File: src/pkg/pcr_params.svh
`ifndef PCR_PARAMS_SVH
`define PCR_PARAMS_SVH

// ----------------------------------------
// Register indices (byte address = 4 * index)
// ----------------------------------------
`define PCR_IDX_WAVE     6'h11
`define PCR_IDX_PAWK     6'h13
`define PCR_IDX_CMP      6'h17
`define PCR_IDX_PBWK     6'h18
`define PCR_IDX_TOUCH    6'h1d
`define PCR_IDX_STAT     6'h1f

// ----------------------------------------
// Writable bit masks and reset values
// ----------------------------------------
`define PCR_MASK_WAVE    8'h3f
`define PCR_MASK_WAKE    8'h7e
`define PCR_MASK_CMP     8'hf9
`define PCR_MASK_TOUCH   8'hf0
`define PCR_RST_WAVE     8'h00
`define PCR_RST_WAKE     8'h00
`define PCR_RST_CMP      8'h00
`define PCR_RST_TOUCH    8'hc0

// ----------------------------------------
// Field positions
// ----------------------------------------
`define PCR_B_WAVE2_OE   5
`define PCR_B_WAVE_CKS   4
`define PCR_B_WAVE1_OE   3
`define PCR_B_WAVE0_OE   2
`define PCR_F_WAVE0_DIV  1:0
`define PCR_B_CMP_ON     7
`define PCR_B_CMP_EDGE   6
`define PCR_B_CMP_OE     5
`define PCR_F_CMP_NEG    4:3
`define PCR_B_CMP_POS    0
`define PCR_B_TOUCH_PD   7
`define PCR_B_TOUCH_CKS  6
`define PCR_F_TOUCH_DIV  5:4
`define PCR_F_WAKE_PINS  6:1
`define PCR_B_STAT_CMP   0
`define PCR_B_STAT_WAKE  1
`define PCR_B_STAT_TOUCH_POWERDOWN  2

`endif

File: src/pkg/pcr_pkg.sv
package pcr_pkg;

  // ----------------------------------------
  // Carriers
  // ----------------------------------------
  typedef struct packed {
    logic [2:0] oe;
    logic [2:0] level;
  } pcr_wave_pins_s;

  typedef struct packed {
    logic       on;
    logic       edge_rise;
    logic       pin_oe;
    logic [1:0] neg_sel;
    logic       pos_sel;
  } pcr_cmp_cfg_s;

  typedef struct packed {
    logic [2:0] cnt;
    logic       tick;
  } pcr_div_s;

  typedef struct packed {
    logic [7:0]     wave_reg;
    logic [7:0]     pawk_reg;
    logic [7:0]     cmp_reg;
    logic [7:0]     pbwk_reg;
    logic [7:0]     touch_reg;
    logic           waitreq;
    logic [31:0]    rdata;
    logic           cmp_prev;
    logic           cmp_event;
    logic           cmp_pin;
    pcr_wave_pins_s wave_pins;
    logic           wake_req;
    logic           src_tick;
  } pcr_state_s;

endpackage : pcr_pkg

File: src/logic/pcr_prescale.sv
`timescale 1ns/1ps
`include "pcr_params.svh"

module pcr_prescale (
  input  wire logic       i_core_clk,
  input  wire logic       i_rst_n,
  input  wire logic       i_en,
  input  wire logic [1:0] i_div_code,
  output logic            o_tick
);

  pcr_pkg::pcr_div_s q;
  pcr_pkg::pcr_div_s d;
  logic [2:0]        limit;

  // ----------------------------------------
  // Divide source ticks by 1, 2, 4 or 8
  // ----------------------------------------
  always_comb begin
    d      = q;
    d.tick = 1'b0;
    limit  = 3'((4'h1 << i_div_code) - 4'h1);
    if (i_en) begin
      if (q.cnt >= limit) begin
        d.cnt  = 3'h0;
        d.tick = 1'b1;
      end else begin
        d.cnt = q.cnt + 3'h1;
      end
    end
  end

  always_ff @(posedge i_core_clk) begin
    if (!i_rst_n) begin
      q <= '0;
    end else begin
      q <= d;
    end
  end

  assign o_tick = q.tick;

endmodule : pcr_prescale

File: src/logic/pcr_regs.sv
`timescale 1ns/1ps
`include "pcr_params.svh"


module pcr_regs #(
  parameter int ADDR_W = 8
) (
  input  wire logic                    i_core_clk,
  input  wire logic                    i_rst_n,
  input  wire logic [ADDR_W-1:0]       i_avs_address,
  input  wire logic                    i_avs_read,
  input  wire logic                    i_avs_write,
  input  wire logic [31:0]             i_avs_writedata,
  input  wire logic [3:0]              i_avs_byteenable,
  output logic      [31:0]             o_avs_readdata,
  output logic                         o_avs_waitrequest,
  input  wire logic [2:0]              i_wave_out,
  input  wire logic                    i_fast_osc_tick,
  input  wire logic [7:0]              i_porta_pins,
  input  wire logic [7:0]              i_portb_pins,
  input  wire logic                    i_cmp_result,
  input  wire logic                    i_touch_data_tick,
  output pcr_pkg::pcr_wave_pins_s      o_wave_pins,
  output logic                         o_wave_clk_sel,
  output logic                         o_wave_src_tick,
  output logic                         o_wave0_tick,
  output logic      [7:0]              o_porta_wake_en,
  output logic      [7:0]              o_portb_wake_en,
  output logic                         o_wake_req,
  output pcr_pkg::pcr_cmp_cfg_s        o_cmp_cfg,
  output logic                         o_cmp_pin,
  output logic                         o_cmp_event,
  output logic                         o_touch_powerdown,
  output logic                         o_touch_clk_sel,
  output logic                         o_touch_data_tick
);

  // ----------------------------------------
  // State
  // ----------------------------------------
  pcr_pkg::pcr_state_s q;
  pcr_pkg::pcr_state_s d;

  logic [5:0]  hit;
  logic        req;
  logic        do_write;
  logic [7:0]  wbyte;
  logic [31:0] rword;
  logic        rise;
  logic        fall;
  logic        wake_a;
  logic        wake_b;

  logic [1:0]  div_en;
  logic [1:0]  div_code [2];
  logic [1:0]  div_tick;

  // ----------------------------------------
  // Address decode
  // ----------------------------------------
  // One-hot: wave, port A wake, comparator, port B wake, touch, status.
  // Low two address bits are ignored; every register is one aligned word.
  function automatic logic [5:0] pcr_decode(input logic [ADDR_W-1:0] a);
    logic [5:0] idx;
    idx = a[7:2];
    pcr_decode = 6'h00;
    pcr_decode[0] = (idx == `PCR_IDX_WAVE);
    pcr_decode[1] = (idx == `PCR_IDX_PAWK);
    pcr_decode[2] = (idx == `PCR_IDX_CMP);
    pcr_decode[3] = (idx == `PCR_IDX_PBWK);
    pcr_decode[4] = (idx == `PCR_IDX_TOUCH);
    pcr_decode[5] = (idx == `PCR_IDX_STAT);
  endfunction : pcr_decode

  // Masked merge keeps reserved bits at their reset value.
  function automatic logic [7:0] pcr_merge(
    input logic [7:0] old_v,
    input logic [7:0] new_v,
    input logic [7:0] mask
  );
    pcr_merge = (old_v & ~mask) | (new_v & mask);
  endfunction : pcr_merge

  // ----------------------------------------
  // Next state
  // ----------------------------------------
  always_comb begin
    d           = q;
    d.cmp_event = 1'b0;

    req      = i_avs_read | i_avs_write;
    hit      = pcr_decode(i_avs_address);
    do_write = i_avs_write & !q.waitreq & i_avs_byteenable[0];
    wbyte    = i_avs_writedata[7:0];

    // Control registers are write-only and read back as zero;
    // only the status word shows live block state.
    rword = 32'h0000_0000;
    if (hit[5]) begin
      rword[`PCR_B_STAT_CMP]  = q.cmp_prev;
      rword[`PCR_B_STAT_WAKE] = q.wake_req;
      rword[`PCR_B_STAT_TOUCH_POWERDOWN] = q.touch_reg[`PCR_B_TOUCH_PD];
    end

    // One wait cycle: data is captured on the first cycle of a
    // request so it is stable at the edge that completes it.
    if (req && q.waitreq) begin
      d.waitreq = 1'b0;
      d.rdata   = rword;
    end else if (req) begin
      d.waitreq = 1'b1;
    end

    if (do_write) begin
      if (hit[0]) begin
        d.wave_reg = pcr_merge(q.wave_reg, wbyte, `PCR_MASK_WAVE);
      end
      if (hit[1]) begin
        d.pawk_reg = pcr_merge(q.pawk_reg, wbyte, `PCR_MASK_WAKE);
      end
      if (hit[2]) begin
        d.cmp_reg = pcr_merge(q.cmp_reg, wbyte, `PCR_MASK_CMP);
      end
      if (hit[3]) begin
        d.pbwk_reg = pcr_merge(q.pbwk_reg, wbyte, `PCR_MASK_WAKE);
      end
      if (hit[4]) begin
        d.touch_reg = pcr_merge(q.touch_reg, wbyte, `PCR_MASK_TOUCH);
      end
    end

    // ----------------------------------------
    // Waveform pins and clock source
    // ----------------------------------------
    // generator 2 gate
    d.wave_pins.oe[2] = q.wave_reg[`PCR_B_WAVE2_OE];
    d.wave_pins.oe[1] = q.wave_reg[`PCR_B_WAVE1_OE];
    d.wave_pins.oe[0] = q.wave_reg[`PCR_B_WAVE0_OE];
    d.wave_pins.level = i_wave_out & d.wave_pins.oe;

    // clock source select
    // The system clock is the block clock, so it ticks every cycle.
    d.src_tick = q.wave_reg[`PCR_B_WAVE_CKS] ? i_fast_osc_tick : 1'b1;

    // ----------------------------------------
    // Wake-up
    // ----------------------------------------
    // port A low level
    wake_a = |(q.pawk_reg[`PCR_F_WAKE_PINS] & ~i_porta_pins[`PCR_F_WAKE_PINS]);
    wake_b = |(q.pbwk_reg[`PCR_F_WAKE_PINS] & ~i_portb_pins[`PCR_F_WAKE_PINS]);
    d.wake_req = wake_a | wake_b;

    // ----------------------------------------
    // Comparator
    // ----------------------------------------
    rise       = i_cmp_result & ~q.cmp_prev;
    fall       = ~i_cmp_result & q.cmp_prev;
    d.cmp_prev = i_cmp_result;
    if (q.cmp_reg[`PCR_B_CMP_ON]) begin
      d.cmp_event = q.cmp_reg[`PCR_B_CMP_EDGE] ? rise : fall;
    end
    d.cmp_pin = i_cmp_result & q.cmp_reg[`PCR_B_CMP_ON]
              & q.cmp_reg[`PCR_B_CMP_OE];
  end

  // ----------------------------------------
  // Registers
  // ----------------------------------------
  always_ff @(posedge i_core_clk) begin
    if (!i_rst_n) begin
      q           <= '0;
      q.waitreq   <= 1'b1;
      q.wave_reg  <= `PCR_RST_WAVE;
      q.pawk_reg  <= `PCR_RST_WAKE;
      q.cmp_reg   <= `PCR_RST_CMP;
      q.pbwk_reg  <= `PCR_RST_WAKE;
      q.touch_reg <= `PCR_RST_TOUCH;
    end else begin
      q <= d;
    end
  end

  // ----------------------------------------
  // Prescalers
  // ----------------------------------------
  // Index 0 divides the waveform source, index 1 the touch data.
  // generator 0 divider
  assign div_en[0]   = q.src_tick;
  assign div_code[0] = q.wave_reg[`PCR_F_WAVE0_DIV];
  // touch data divider
  // Powered-down touch unit produces no data ticks.
  assign div_en[1]   = i_touch_data_tick & ~q.touch_reg[`PCR_B_TOUCH_PD];
  assign div_code[1] = q.touch_reg[`PCR_F_TOUCH_DIV];

  generate
    for (genvar g = 0; g < 2; g++) begin : g_div
      pcr_prescale u_div (
        .i_core_clk (i_core_clk),
        .i_rst_n    (i_rst_n),
        .i_en       (div_en[g]),
        .i_div_code (div_code[g]),
        .o_tick     (div_tick[g])
      );
    end
  endgenerate

  // ----------------------------------------
  // Outputs
  // ----------------------------------------
  assign o_avs_readdata    = q.rdata;
  assign o_avs_waitrequest = q.waitreq;
  assign o_wave_pins       = q.wave_pins;
  assign o_wave_clk_sel    = q.wave_reg[`PCR_B_WAVE_CKS];
  assign o_wave_src_tick   = q.src_tick;
  assign o_wave0_tick      = div_tick[0];
  assign o_porta_wake_en   = q.pawk_reg;
  assign o_portb_wake_en   = q.pbwk_reg;
  assign o_wake_req        = q.wake_req;

  assign o_cmp_cfg.on        = q.cmp_reg[`PCR_B_CMP_ON];
  assign o_cmp_cfg.edge_rise = q.cmp_reg[`PCR_B_CMP_EDGE];
  assign o_cmp_cfg.pin_oe    = q.cmp_reg[`PCR_B_CMP_OE];
  // negative input code
  // Code 0x is ground, 10 first pin, 11 second pin.
  assign o_cmp_cfg.neg_sel   = q.cmp_reg[`PCR_F_CMP_NEG];
  assign o_cmp_cfg.pos_sel   = q.cmp_reg[`PCR_B_CMP_POS];
  assign o_cmp_pin           = q.cmp_pin;
  assign o_cmp_event         = q.cmp_event;

  assign o_touch_powerdown = q.touch_reg[`PCR_B_TOUCH_PD];
  assign o_touch_clk_sel   = q.touch_reg[`PCR_B_TOUCH_CKS];
  assign o_touch_data_tick = div_tick[1];

endmodule : pcr_regs

File: config.mk
export PLATFORM = sky130hd
export DESIGN_NAME = pcr_regs
export DESIGN_NICKNAME = d
export VERILOG_FILES = /design/src/pkg/pcr_pkg.sv /design/src/logic/pcr_prescale.sv /design/src/logic/pcr_regs.sv
export VERILOG_INCLUDE_DIRS = /design/src /design/src/pkg
export SDC_FILE = /design/constraint.sdc
export NUM_CORES = 1
export LEC_CHECK = 0
export BUFFER_PORTS_ARGS = -buffer_cell sky130_fd_sc_hd__buf_2
export CAP_MARGIN = 20
export CORE_MARGIN = 2
export CORE_UTILIZATION = 49
export CTS_CLUSTER_SIZE = 24
export DETAILED_ROUTE_END_ITERATION = 10
export PLACE_DENSITY = 0.93
export SLEW_MARGIN = 25
export SYNTH_ARGS = -nofsm -noshare
export SYNTH_HDL_FRONTEND = slang
export SYNTH_SLANG_ARGS = --single-unit
File: constraint.sdc
create_clock -name i_core_clk -period 4 [get_ports i_core_clk]
set_input_delay 0 -clock i_core_clk [delete_from_list [all_inputs] [get_ports i_core_clk]]
set_output_delay 0 -clock i_core_clk [all_outputs]
set_load 0.01 [all_outputs]
==> flow_summary_export.csv, run 1 <==
group,metric,value,unit
placed_design,io_buffers,73,
floorplanning,initial_utilization,51.4,%
synth,synth_edf_count,0,
critical_path,crit_buf_inv,0,
floorplanning,io_pins,140,
finish,num_antenna_cells,0,
clocking,clockBufferDepth,2,
critical_path,cp_max_fo,4,
grt,grtUsageTotal,17.2,%
synth,syn_area,2680,µm²
synth,synth_ff_type,"dfxtp_1",
critical_path,critPathTopFamily,"simple AND/OR/NAND/NOR gates",
critical_path,worstPathArrival,1.87,ns
synth,yosys.area_share.xor_xnor,0,%
synth,ys_seq_area_share,38.1,%
clocking,cts-htree-levels,2,
clocking,post-cts-setup-buffers,0,
synth,yosysWarnings,0,
grt,grt_pass1_wl,8.27,mm
synth,postSynthCellCount,293,
synth,synthSimpleGateAreaFrac,19.5,%
run,cap_violations,0,
clocking,cts_made_buffers,5,
placed_design,routabilityCongestion,0.857,
critical_path,path_class,"reg -> reg",
synth,postSynthAreaPerCell,9.13,µm²
power,ir_drop,246,µV
synth,ys_ff_latch,51,
critical_path,critPathLaunchType,"flop",
finish,syn_to_final_growth,8.74,%
sta,finalHoldViolations,0,
synth,ys_async_sr_fraction,0,%
finish,post-route-util,55.9,%
synth,synth_cell_types,38,
critical_path,worstPathCellList,"or2_2 > ha_1 > nor2b_1 > o21ai_0 > o311ai_0",
critical_path,critPathCaptureType,"flop",
finish,nets,422,
grt,grt_pass1_vias,1779,
sta,finalWorstPathRequiredPeriod,1.68,ns
grt,antenna_found_initial,0,
drt,drt_iter0_drc,81,
sta,skew,0.00529,ns
sta,finalMaxSlewViolations,0,
sta,whs,0.00826,ns
synth,yosys.area.top_type,"dfxtp_1",
power,power_density,297,nW/µm²
finish,drive_above_1_share,25.2,%
sta,rsz0062_at_grt,"false",
synth,synthAdderAreaFrac,3.74,%
synth,synth.top_cell.area_share,38.1,%
grt,grt_max_degree,59,
sta,maxSlewHeadroom,39.8,%
clocking,clk_pin_slew_worst_paths,0.09,ns
synth,synthMuxAreaShare,9.72,%
clocking,hold_buffers,8,
sta,tightest_slew,0.904,ns
floorplanning,die_x,77.9,µm
floorplanning,dieHeight,77.9,µm
sta,fmax,596,MHz
grt,grt_remaining_overflow,0,
sta,post-route-period-util,41.9,%
drt,viasPerCell,4.77,
drt,vias,1978,
drt,post-route-drc-count,0,
run_status,status,"finished clean",
drt,detail-route-antenna-nets,0,
critical_path,cpMaxStageDelayCell,"dfxtp_1",
power,p_leak,1.49,nW
hold_path,hp-class,"in -> reg",
drt,wire_per_inst,12.4,µm
sta,setup_viol,0,
drt,dr.pass1.iters,4,
synth,synth_compound_area_share,8.23,%
critical_path,reg2reg_slack,2.32,ns
synth,synth_top_family_by_area,"buffers and inverters",
clocking,cts_root_buf,"clkbuf_8",
clocking,cts.sinks,51,
floorplanning,placementRows,26,
sta,fin_setup_tns,0,ns
clocking,cts_tree,"done",
power,p_total,0.000863,W
floorplanning,core-area,5200,µm²
critical_path,max_stage_delay,0.33,ns
clocking,clk_latency,0.29,ns
placed_design,hpwlAfterDp,3.87,mm
synth,synthTopCellsByArea,"dfxtp_1 38%, buf_4 17%, mux2i_1 9.7%, nand2_1 6.5%, ha_1 3.7%",
drt,wl,5.16,mm
floorplanning,dieArea,6070,µm²
critical_path,worstPathRequired,4.19,ns
clocking,post_cts_resized,0,
-- worst min-delay path, stage by stage --
cell	delay, ns
buf_2	0.10
nand4_1	0.08
o211ai_1	0.09
-- registers in the layout, indices dropped and copies added, names as in the netlist --
signal              cells
o_avs_readdata          3
d                       3
o_avs_waitrequest       1
o_cmp_event             1
o_wake_req              1
o_portb_wake_en         6
o_wave_src_tick         1
o_cmp_cfg               6
div_code                4
o_touch_powerdown       1
o_porta_wake_en         6
o_cmp_pin               1
o_wave_clk_sel          1
g_div.u_div.q           6
q                       1
o_touch_clk_sel         1
o_wave_pins             6
g_div.u_div.o_tick      2
-- report_power, final --
part	leakage (nW)	switching [W]	internal [W]
Clock	0.0422	0.000155	0.000123
Combinational	1.03	0.0000434	0.0000284
Sequential	0.412	0.00000255	0.000510
-- path summary, 6_finish.rpt --
path                            startpoint                                to  cells past startpoint
setup / recovery  div_code[2]$_SDFFE_PN0P_  g_div[0].u_div.q[3]$_SDFFE_PN0P_                      5
hold / removal          i_avs_writedata[6]      o_touch_clk_sel$_SDFFE_PN1P_                      3
setup reg to reg  div_code[2]$_SDFFE_PN0P_  g_div[0].u_div.q[3]$_SDFFE_PN0P_                      5
hold reg to reg          d[7]$_SDFFE_PN0P_         o_wave_pins[5]$_SDFF_PN0_                      2
-- through the flow --
step,area [µm²],setup slack [ns],cells
after detailed placement,2750,2.31,399
final,2910,2.32,415
after CTS,2910,2.32,415
after global placement,2750,2.38,399
after floorplan,2800,2.46,325
after global routing,2910,2.18,415
-- layout make-up --
type / instances / area, µm²
fillers: 488 / 2290
multi-input cells: 192 / 1230
flip-flops and latches: 51 / 1020
repair buffers: 81 / 445
well taps: 70 / 87.6
clock buffers: 7 / 76.3
inverters: 13 / 48.8
clock inverters: 1 / 5.00
-- kinds of logic after synthesis --
| group | Yosys count |
|---|---|
| buffers and inverters | 82 |
| multiplexers | 26 |
| AND/OR/NAND/NOR | 95 |
| AO/OA/AOI/OAI | 30 |
| flip-flops | 51 |
| other | 1 |
| adder cells (fa/ha/maj) | 8 |
-- Yosys cell counts, types with 3 or more instances --
master / number
clkbuf_1: 5
mux2i_1: 26
nand2b_1: 12
o211ai_1: 4
a21oi_1: 3
a21boi_0: 8
o2111ai_1: 7
and4b_1: 3
inv_1: 13
nor2b_1: 3
and3_1: 5
nand2_1: 46
ha_1: 8
dfxtp_1: 51
buf_4: 60
nand4_1: 5
o21ai_0: 4
-- cells in the final DEF (no fill, tap or decap), drive strengths merged, types with 3 or more instances in the layout --
master | synthesis | final
ha | 8 | 8
o2111ai | 7 | 7
buf | 64 | 73
dfxtp | 51 | 51
o21ai | 4 | 4
nor2b | 3 | 3
nand2b | 12 | 12
conb | 1 | 33
and4b | 3 | 3
a21boi | 8 | 8
dlygate4sd3 | 0 | 8
nand2 | 46 | 46
clkbuf | 5 | 7
nand3 | 4 | 4
nand4 | 5 | 5
mux2i | 26 | 26
and3 | 6 | 6
o211ai | 4 | 4
a21oi | 3 | 3
inv | 13 | 13
-- layer usage --
layer	global-route usage, %	up-vias	wire length [µm]
li1	-	1004	-
met5	0	-	0
met4	4.91	0	34
met1	20.1	902	2230
met3	4.30	4	311
met2	30.9	68	2590
No activity file was read; power rests on OpenSTA's default activity.
==> run 2, diff against run 1 <==
--- a/config.mk
+++ b/config.mk
@@ -9,10 +9,10 @@
 export BUFFER_PORTS_ARGS = -buffer_cell sky130_fd_sc_hd__buf_2
 export CAP_MARGIN = 20
 export CORE_MARGIN = 2
-export CORE_UTILIZATION = 49
+export CORE_UTILIZATION = 45
 export CTS_CLUSTER_SIZE = 24
 export DETAILED_ROUTE_END_ITERATION = 10
-export PLACE_DENSITY = 0.93
+export PLACE_DENSITY = 0.87
 export SLEW_MARGIN = 25
 export SYNTH_ARGS = -nofsm -noshare
 export SYNTH_HDL_FRONTEND = slang
==> constraint.sdc (replaced) <==
create_clock -name i_core_clk -period 1.7 [get_ports i_core_clk]
set_input_delay 0 -clock i_core_clk [delete_from_list [all_inputs] [get_ports i_core_clk]]
set_output_delay 0 -clock i_core_clk [all_outputs]
set_load 0.01 [all_outputs]
==> run 2 against run 1 <==
Final cell count grew 3.1%. Combinational power grew 140%. Sequential cell count is the same. Critical path depth grew 1. Sequential power grew 140%. Hold slack lost 0.0046 ns. Clock skew grew 0.0035 ns. Die area grew 8.4%. Clock power grew to 2.6 times the previous value. Core utilization shrank 4.6 points. Final area grew 3.1%. Critical path type unchanged. Highest routed layer unchanged.
==> flow_summary_export.csv, run 2 (synthesis results as in run 1) <==
group,metric,value,unit
run_status,status,"finished clean",
clocking,clk_latency,0.30,ns
grt,grt_pass1_vias,1827,
floorplanning,core-area,5850,µm²
critical_path,worstReg2RegEnd,"g_div[0].u_div.q[2]$_SDFFE_PN0P_",
finish,syn_to_final_growth,12.1,%
critical_path,cpMaxStageDelayCell,"dfxtp_1",
critical_path,worstPathRequired,1.93,ns
critical_path,worstPathCellList,"or2_2 > ha_1 > nor2b_1 > buf_4 > o2111ai_1 > a21boi_0",
clocking,clockBufferDepth,2,
power,comb_power_share,8.3,%
finish,nets,430,
grt,grtUsageTotal,16.7,%
critical_path,max_stage_delay,0.33,ns
drt,vias,2028,
clocking,clk_pin_slew_worst_paths,0.09,ns
drt,viasPerCell,4.74,
hold_path,hold_end,"d[5]$_SDFFE_PN0P_",
critical_path,crit_buf_inv,1,
floorplanning,placementRows,28,
finish,layout_common_cells,"73 x buf_2, 51 x dfxtp_1, 46 x nand2_1, 33 x conb_1, 26 x mux2i_1",
sta,post-route-period-util,91.0,%
drt,wl_met1,2.20,mm
finish,drive_above_1_share,27.5,%
critical_path,rr_worst_depth,6,
power,power_density,699,nW/µm²
clocking,cts_made_buffers,5,
sta,setup_viol,0,
placed_design,io_buffers,73,
finish,final_common_cell,"buf_2",
critical_path,critPathTopFamily,"simple AND/OR/NAND/NOR gates",
finish,fin_area,3000,µm²
grt,grt_pass1_wl,8.49,mm
drt,wl,5.24,mm
drt,top_layer_used,"met4",
drt,dr_wl_met3,265,µm
hold_path,worstHoldStart,"i_avs_writedata[2]",
floorplanning,die_x,81.1,µm
critical_path,cp_max_fo,3,
drt,detail-route-antenna-nets,0,
hold_path,hp-class,"in -> reg",
critical_path,worstPathArrival,1.78,ns
power,p_clk_share,34.2,%
placed_design,placed_area,2810,µm²
placed_design,placedCellCount,411,
floorplanning,io_pins,140,
clocking,cts-htree-levels,2,
sta,finalHoldViolations,0,
grt,grt_remaining_overflow,0,
floorplanning,dieHeight,81.1,µm
sta,finalMaxSlewViolations,0,
placed_design,hpwlAfterDp,4.08,mm
drt,dr.pass1.iters,4,
power,p_seq_share,57.5,%
clocking,post-cts-setup-buffers,0,
power,p_total,0.00210,W
floorplanning,initial_utilization,45.7,%
critical_path,critPathCaptureType,"flop",
drt,wl_met2,2.74,mm
finish,instances_no_fill,428,
clocking,cts_tree,"done",
clocking,cts.sinks,51,
critical_path,critPathLaunchType,"flop",
power,switching_share,23.6,%
power,ir_drop,470,µV
critical_path,path_class,"reg -> reg",
grt,grt_max_degree,23,
sta,fmax,647,MHz
power,p_switching,0.000494,W
finish,post-route-util,51.3,%
drt,drt_iter0_drc,49,
sta,rsz0062_at_grt,"false",
sta,finalWorstPathRequiredPeriod,1.55,ns
power,p_leak,1.54,nW
critical_path,reg2reg_slack,0.15,ns
critical_path,crit-reg2reg-launch,"div_code[2]$_SDFFE_PN0P_",
floorplanning,dieArea,6580,µm²
sta,fin_setup_tns,0,ns
finish,num_antenna_cells,0,
grt,antenna_found_initial,0,
hold_path,whs_path_depth,3,
drt,wire_per_inst,12.3,µm
clocking,cts_root_buf,"clkbuf_8",
placed_design,routabilityCongestion,0.819,
run,cap_violations,0,
power,p_int,0.00160,W
sta,skew,0.00881,ns
drt,post-route-drc-count,0,
[run 2: cell types whose count changed in the layout (fill, tap and decap cells not counted)]
cell | before | now
a21oi_1 | 3 | 2
a21oi_2 | 0 | 1
buf_4 | 0 | 7
clkbuf_1 | 2 | 0
clkbuf_8 | 5 | 6
clkinv_2 | 1 | 0
clkinv_4 | 0 | 1
clkinvlp_4 | 0 | 1
dlygate4sd3_1 | 8 | 9
o311ai_0 | 2 | 0
o311ai_1 | 0 | 2
[run 2: stage by stage]
step | setup WS [ns] | hold WS, ns
2_1_floorplan | 0.162 | 0.121
3_3_place_gp | 0.179 | 0.234
3_5_place_dp | 0.126 | 0.237
4_1_cts | 0.106 | 0.000281
5_1_grt | 0.0385 | 0.0250
6_report | 0.153 | 0.00367
[run 2: power groups by stage]
stage          logic [W]  clock network (W)  registers [W]
6_report        0.000174           0.000717        0.00121
5_1_grt         0.000196           0.000793        0.00121
4_1_cts         0.000172           0.000746        0.00121
3_5_place_dp    0.000157                  0        0.00123
3_3_place_gp    0.000155                  0        0.00123
2_1_floorplan   0.000146                  0        0.00124
[run 2: final cells by class]
class | count | area, µm²
clock buffer | 6 | 82.6
sequential | 51 | 1020
multi-input combinational | 192 | 1230
fill | 556 | 2850
timing repair buffer | 89 | 508
clock inverter | 2 | 16.3
inverter | 13 | 48.8
tap | 75 | 93.8
[run 2: worst max-delay path by stage]
stage	start	endpoint	slack (ns)	cells past startpoint
final	div_code[2]$_SDFFE_PN0P_	g_div[0].u_div.q[2]$_SDFFE_PN0P_	0.15	6
after global routing	div_code[2]$_SDFFE_PN0P_	g_div[0].u_div.q[2]$_SDFFE_PN0P_	0.04	6
after CTS	div_code[2]$_SDFFE_PN0P_	g_div[0].u_div.q[3]$_SDFFE_PN0P_	0.11	5
after detailed placement	div_code[3]$_SDFFE_PN0P_	g_div[0].u_div.q[3]$_SDFFE_PN0P_	0.13	5
after global placement	div_code[0]$_SDFFE_PN0P_	g_div[1].u_div.q[3]$_SDFFE_PN0P_	0.18	5
after floorplan	div_code[0]$_SDFFE_PN0P_	g_div[1].u_div.q[3]$_SDFFE_PN0P_	0.16	5
[run 2: what timing repair did]
action	CTS	global route
hold buffers	9	0
endpoints found under the setup margin	0	2
hold endpoints to repair	11	0
resized for setup	0	3
[run 2: per-layer routing]
| layer | track usage [%] | vias to the layer above |
|---|---|---|
| met5 | 0 | - |
| met4 | 4.92 | 0 |
| met3 | 4.33 | 4 |
| met2 | 28.7 | 62 |
| met1 | 20.4 | 944 |
| li1 | - | 1018 |
[run 2: tightest hold or removal path, delay by kind of cell]
| family | cells | cell delay, ns |
|---|---|---|
| mux | 1 | 0.07 |
| buf+inv | 1 | 0.09 |
| simple gates | 1 | 0.09 |
==> run 3, diff against run 2 <==
--- a/config.mk
+++ b/config.mk
@@ -12,6 +12,7 @@
 export CORE_UTILIZATION = 45
 export CTS_CLUSTER_SIZE = 24
 export DETAILED_ROUTE_END_ITERATION = 10
+export HOLD_SLACK_MARGIN = 0.02
 export PLACE_DENSITY = 0.87
 export SLEW_MARGIN = 25
 export SYNTH_ARGS = -nofsm -noshare
==> run 3 against run 2 <==
Clock power is essentially flat. Non-clock buffer count up 2. Sequential share of layout area shrank 0.23 points. Clock-buffer cell count did not move. Global-route usage barely moved. Final area rose by 0.67%. Setup slack got worse by 0.0045 ns. Largest power group unchanged. Highest routed layer unchanged.
==> flow_summary_export.csv, run 3 (synthesis results as in run 1) <==
group,metric,value,unit
finish,nets,432,
sta,fin_setup_tns,0,ns
grt,grt_pass1_wl,8.53,mm
placed_design,io_buffers,73,
placed_design,post-place-ws,0.126,ns
power,power_density,695,nW/µm²
sta,setup_slack,0.149,ns
clocking,cts_root_buf,"clkbuf_8",
power,p_total,0.00210,W
finish,multi_input_area,1230,µm²
clocking,cts_tree,"done",
grt,grt_max_degree,23,
floorplanning,dieHeight,81.1,µm
floorplanning,core-area,5850,µm²
grt,grtUsageMet2,28.7,%
grt,grt_util_met3,4.33,%
drt,wl,5.29,mm
clocking,cts_made_buffers,5,
floorplanning,placementRows,28,
placed_design,hpwlAfterDp,4.08,mm
sta,skew,0.00797,ns
sta,setup_viol,0,
clocking,cts-htree-levels,2,
floorplanning,dieArea,6580,µm²
drt,post-route-drc-count,0,
sta,finalHoldViolations,0,
sta,finalMaxSlewViolations,0,
floorplanning,io_pins,140,
critical_path,critPathCaptureType,"flop",
power,ir_drop,469,µV
drt,dr.pass1.iters,4,
drt,detail-route-antenna-nets,0,
drt,viasPerCell,4.77,
drt,vias,2052,
finish,register_area,1020,µm²
sta,post-route-period-util,91.2,%
grt,grt_remaining_overflow,0,
critical_path,reg2reg_slack,0.15,ns
finish,syn_to_final_growth,12.9,%
drt,wire_per_inst,12.3,µm
finish,layout_common_cells,"73 x buf_2, 51 x dfxtp_1, 46 x nand2_1, 33 x conb_1, 26 x mux2i_1",
critical_path,critPathLaunchType,"flop",
grt,grt_pass1_vias,1828,
placed_design,routabilityCongestion,0.819,
grt,antenna_found_initial,0,
sta,finalWorstPathRequiredPeriod,1.55,ns
sta,rsz0062_at_grt,"false",
grt,grt_util_met1,20.6,%
finish,fillerInstances,551,
clocking,post-cts-setup-buffers,0,
drt,drt_iter0_drc,49,
sta,fmax,645,MHz
clocking,clk_latency,0.29,ns
finish,num_antenna_cells,0,
run_status,status,"finished clean",
grt,top_usage_layer,"met2",
critical_path,cp_max_fo,3,
floorplanning,die_x,81.1,µm
finish,drive_above_1_share,27.3,%
clocking,clk_pin_slew_worst_paths,0.09,ns
power,p_leak,1.55,nW
run,cap_violations,0,
hold_path,hp-class,"in -> reg",
critical_path,path_class,"reg -> reg",
critical_path,worstPathRequired,1.93,ns
grt,grtUsageTotal,16.7,%
clocking,clockBufferDepth,2,
critical_path,worstPathArrival,1.78,ns
finish,final_common_cell,"buf_2",
clocking,cts.sinks,51,
floorplanning,initial_utilization,45.7,%
## run 3: worst max-delay path, cell delays in order, from the launching register on
cell	delay, ns
dfxtp_1	0.33
or2_2	0.29
ha_1	0.27
nor2b_1	0.16
buf_4	0.15
o2111ai_1	0.11
a21boi_0	0.17
## run 3: power by group
| group | switching (W) | internal, W | total, W |
|---|---|---|---|
| logic | 0.000104 | 0.0000736 | 0.000178 |
| clock network | 0.000384 | 0.000332 | 0.000716 |
| registers | 0.00000603 | 0.00120 | 0.00121 |
## run 3: what timing repair did
item	CTS	global route
gates resized for setup	0	3
hold endpoints to repair	16	0
hold buffers	11	0
setup endpoints to repair	0	2
## run 3: area by class of cell
type,instances,share of cell area (%)
Clock buffer,6,2.73
Clock inverter,2,0.539
Inverter,13,1.62
Multi-Input combinational cell,192,40.7
Sequential cell,51,33.8
Tap cell,75,3.11
Timing Repair Buffer,91,17.5
## run 3: per-layer routing
layer | vias up | wire (µm)
li1 | 1023 | -
met1 | 961 | 2240
met2 | 62 | 2740
met3 | 6 | 266
met4 | 0 | 42
met5 | - | 0
## run 3: metrics by stage
step,std cells,util (%),cell area (µm²),hold WS [ns]
floorplan,325,-,2800,0.121
global placement,411,48.0,2810,0.234
detailed placement,411,48.0,2810,0.237
CTS,430,51.6,3020,0.0319
global route,430,51.6,3020,0.0450
finish,430,51.6,3020,0.0378
## run 3: final timing paths
check                           cells after the start                          endpoint                startpoint
worst min-delay path                                3   o_portb_wake_en[1]$_SDFFE_PN0P_        i_avs_writedata[1]
worst max register to register                      6  g_div[0].u_div.q[2]$_SDFFE_PN0P_  div_code[2]$_SDFFE_PN0P_
worst max-delay path                                6  g_div[0].u_div.q[2]$_SDFFE_PN0P_  div_code[2]$_SDFFE_PN0P_
worst min register to register                      2         o_wave_pins[3]$_SDFF_PN0_         d[5]$_SDFFE_PN0P_
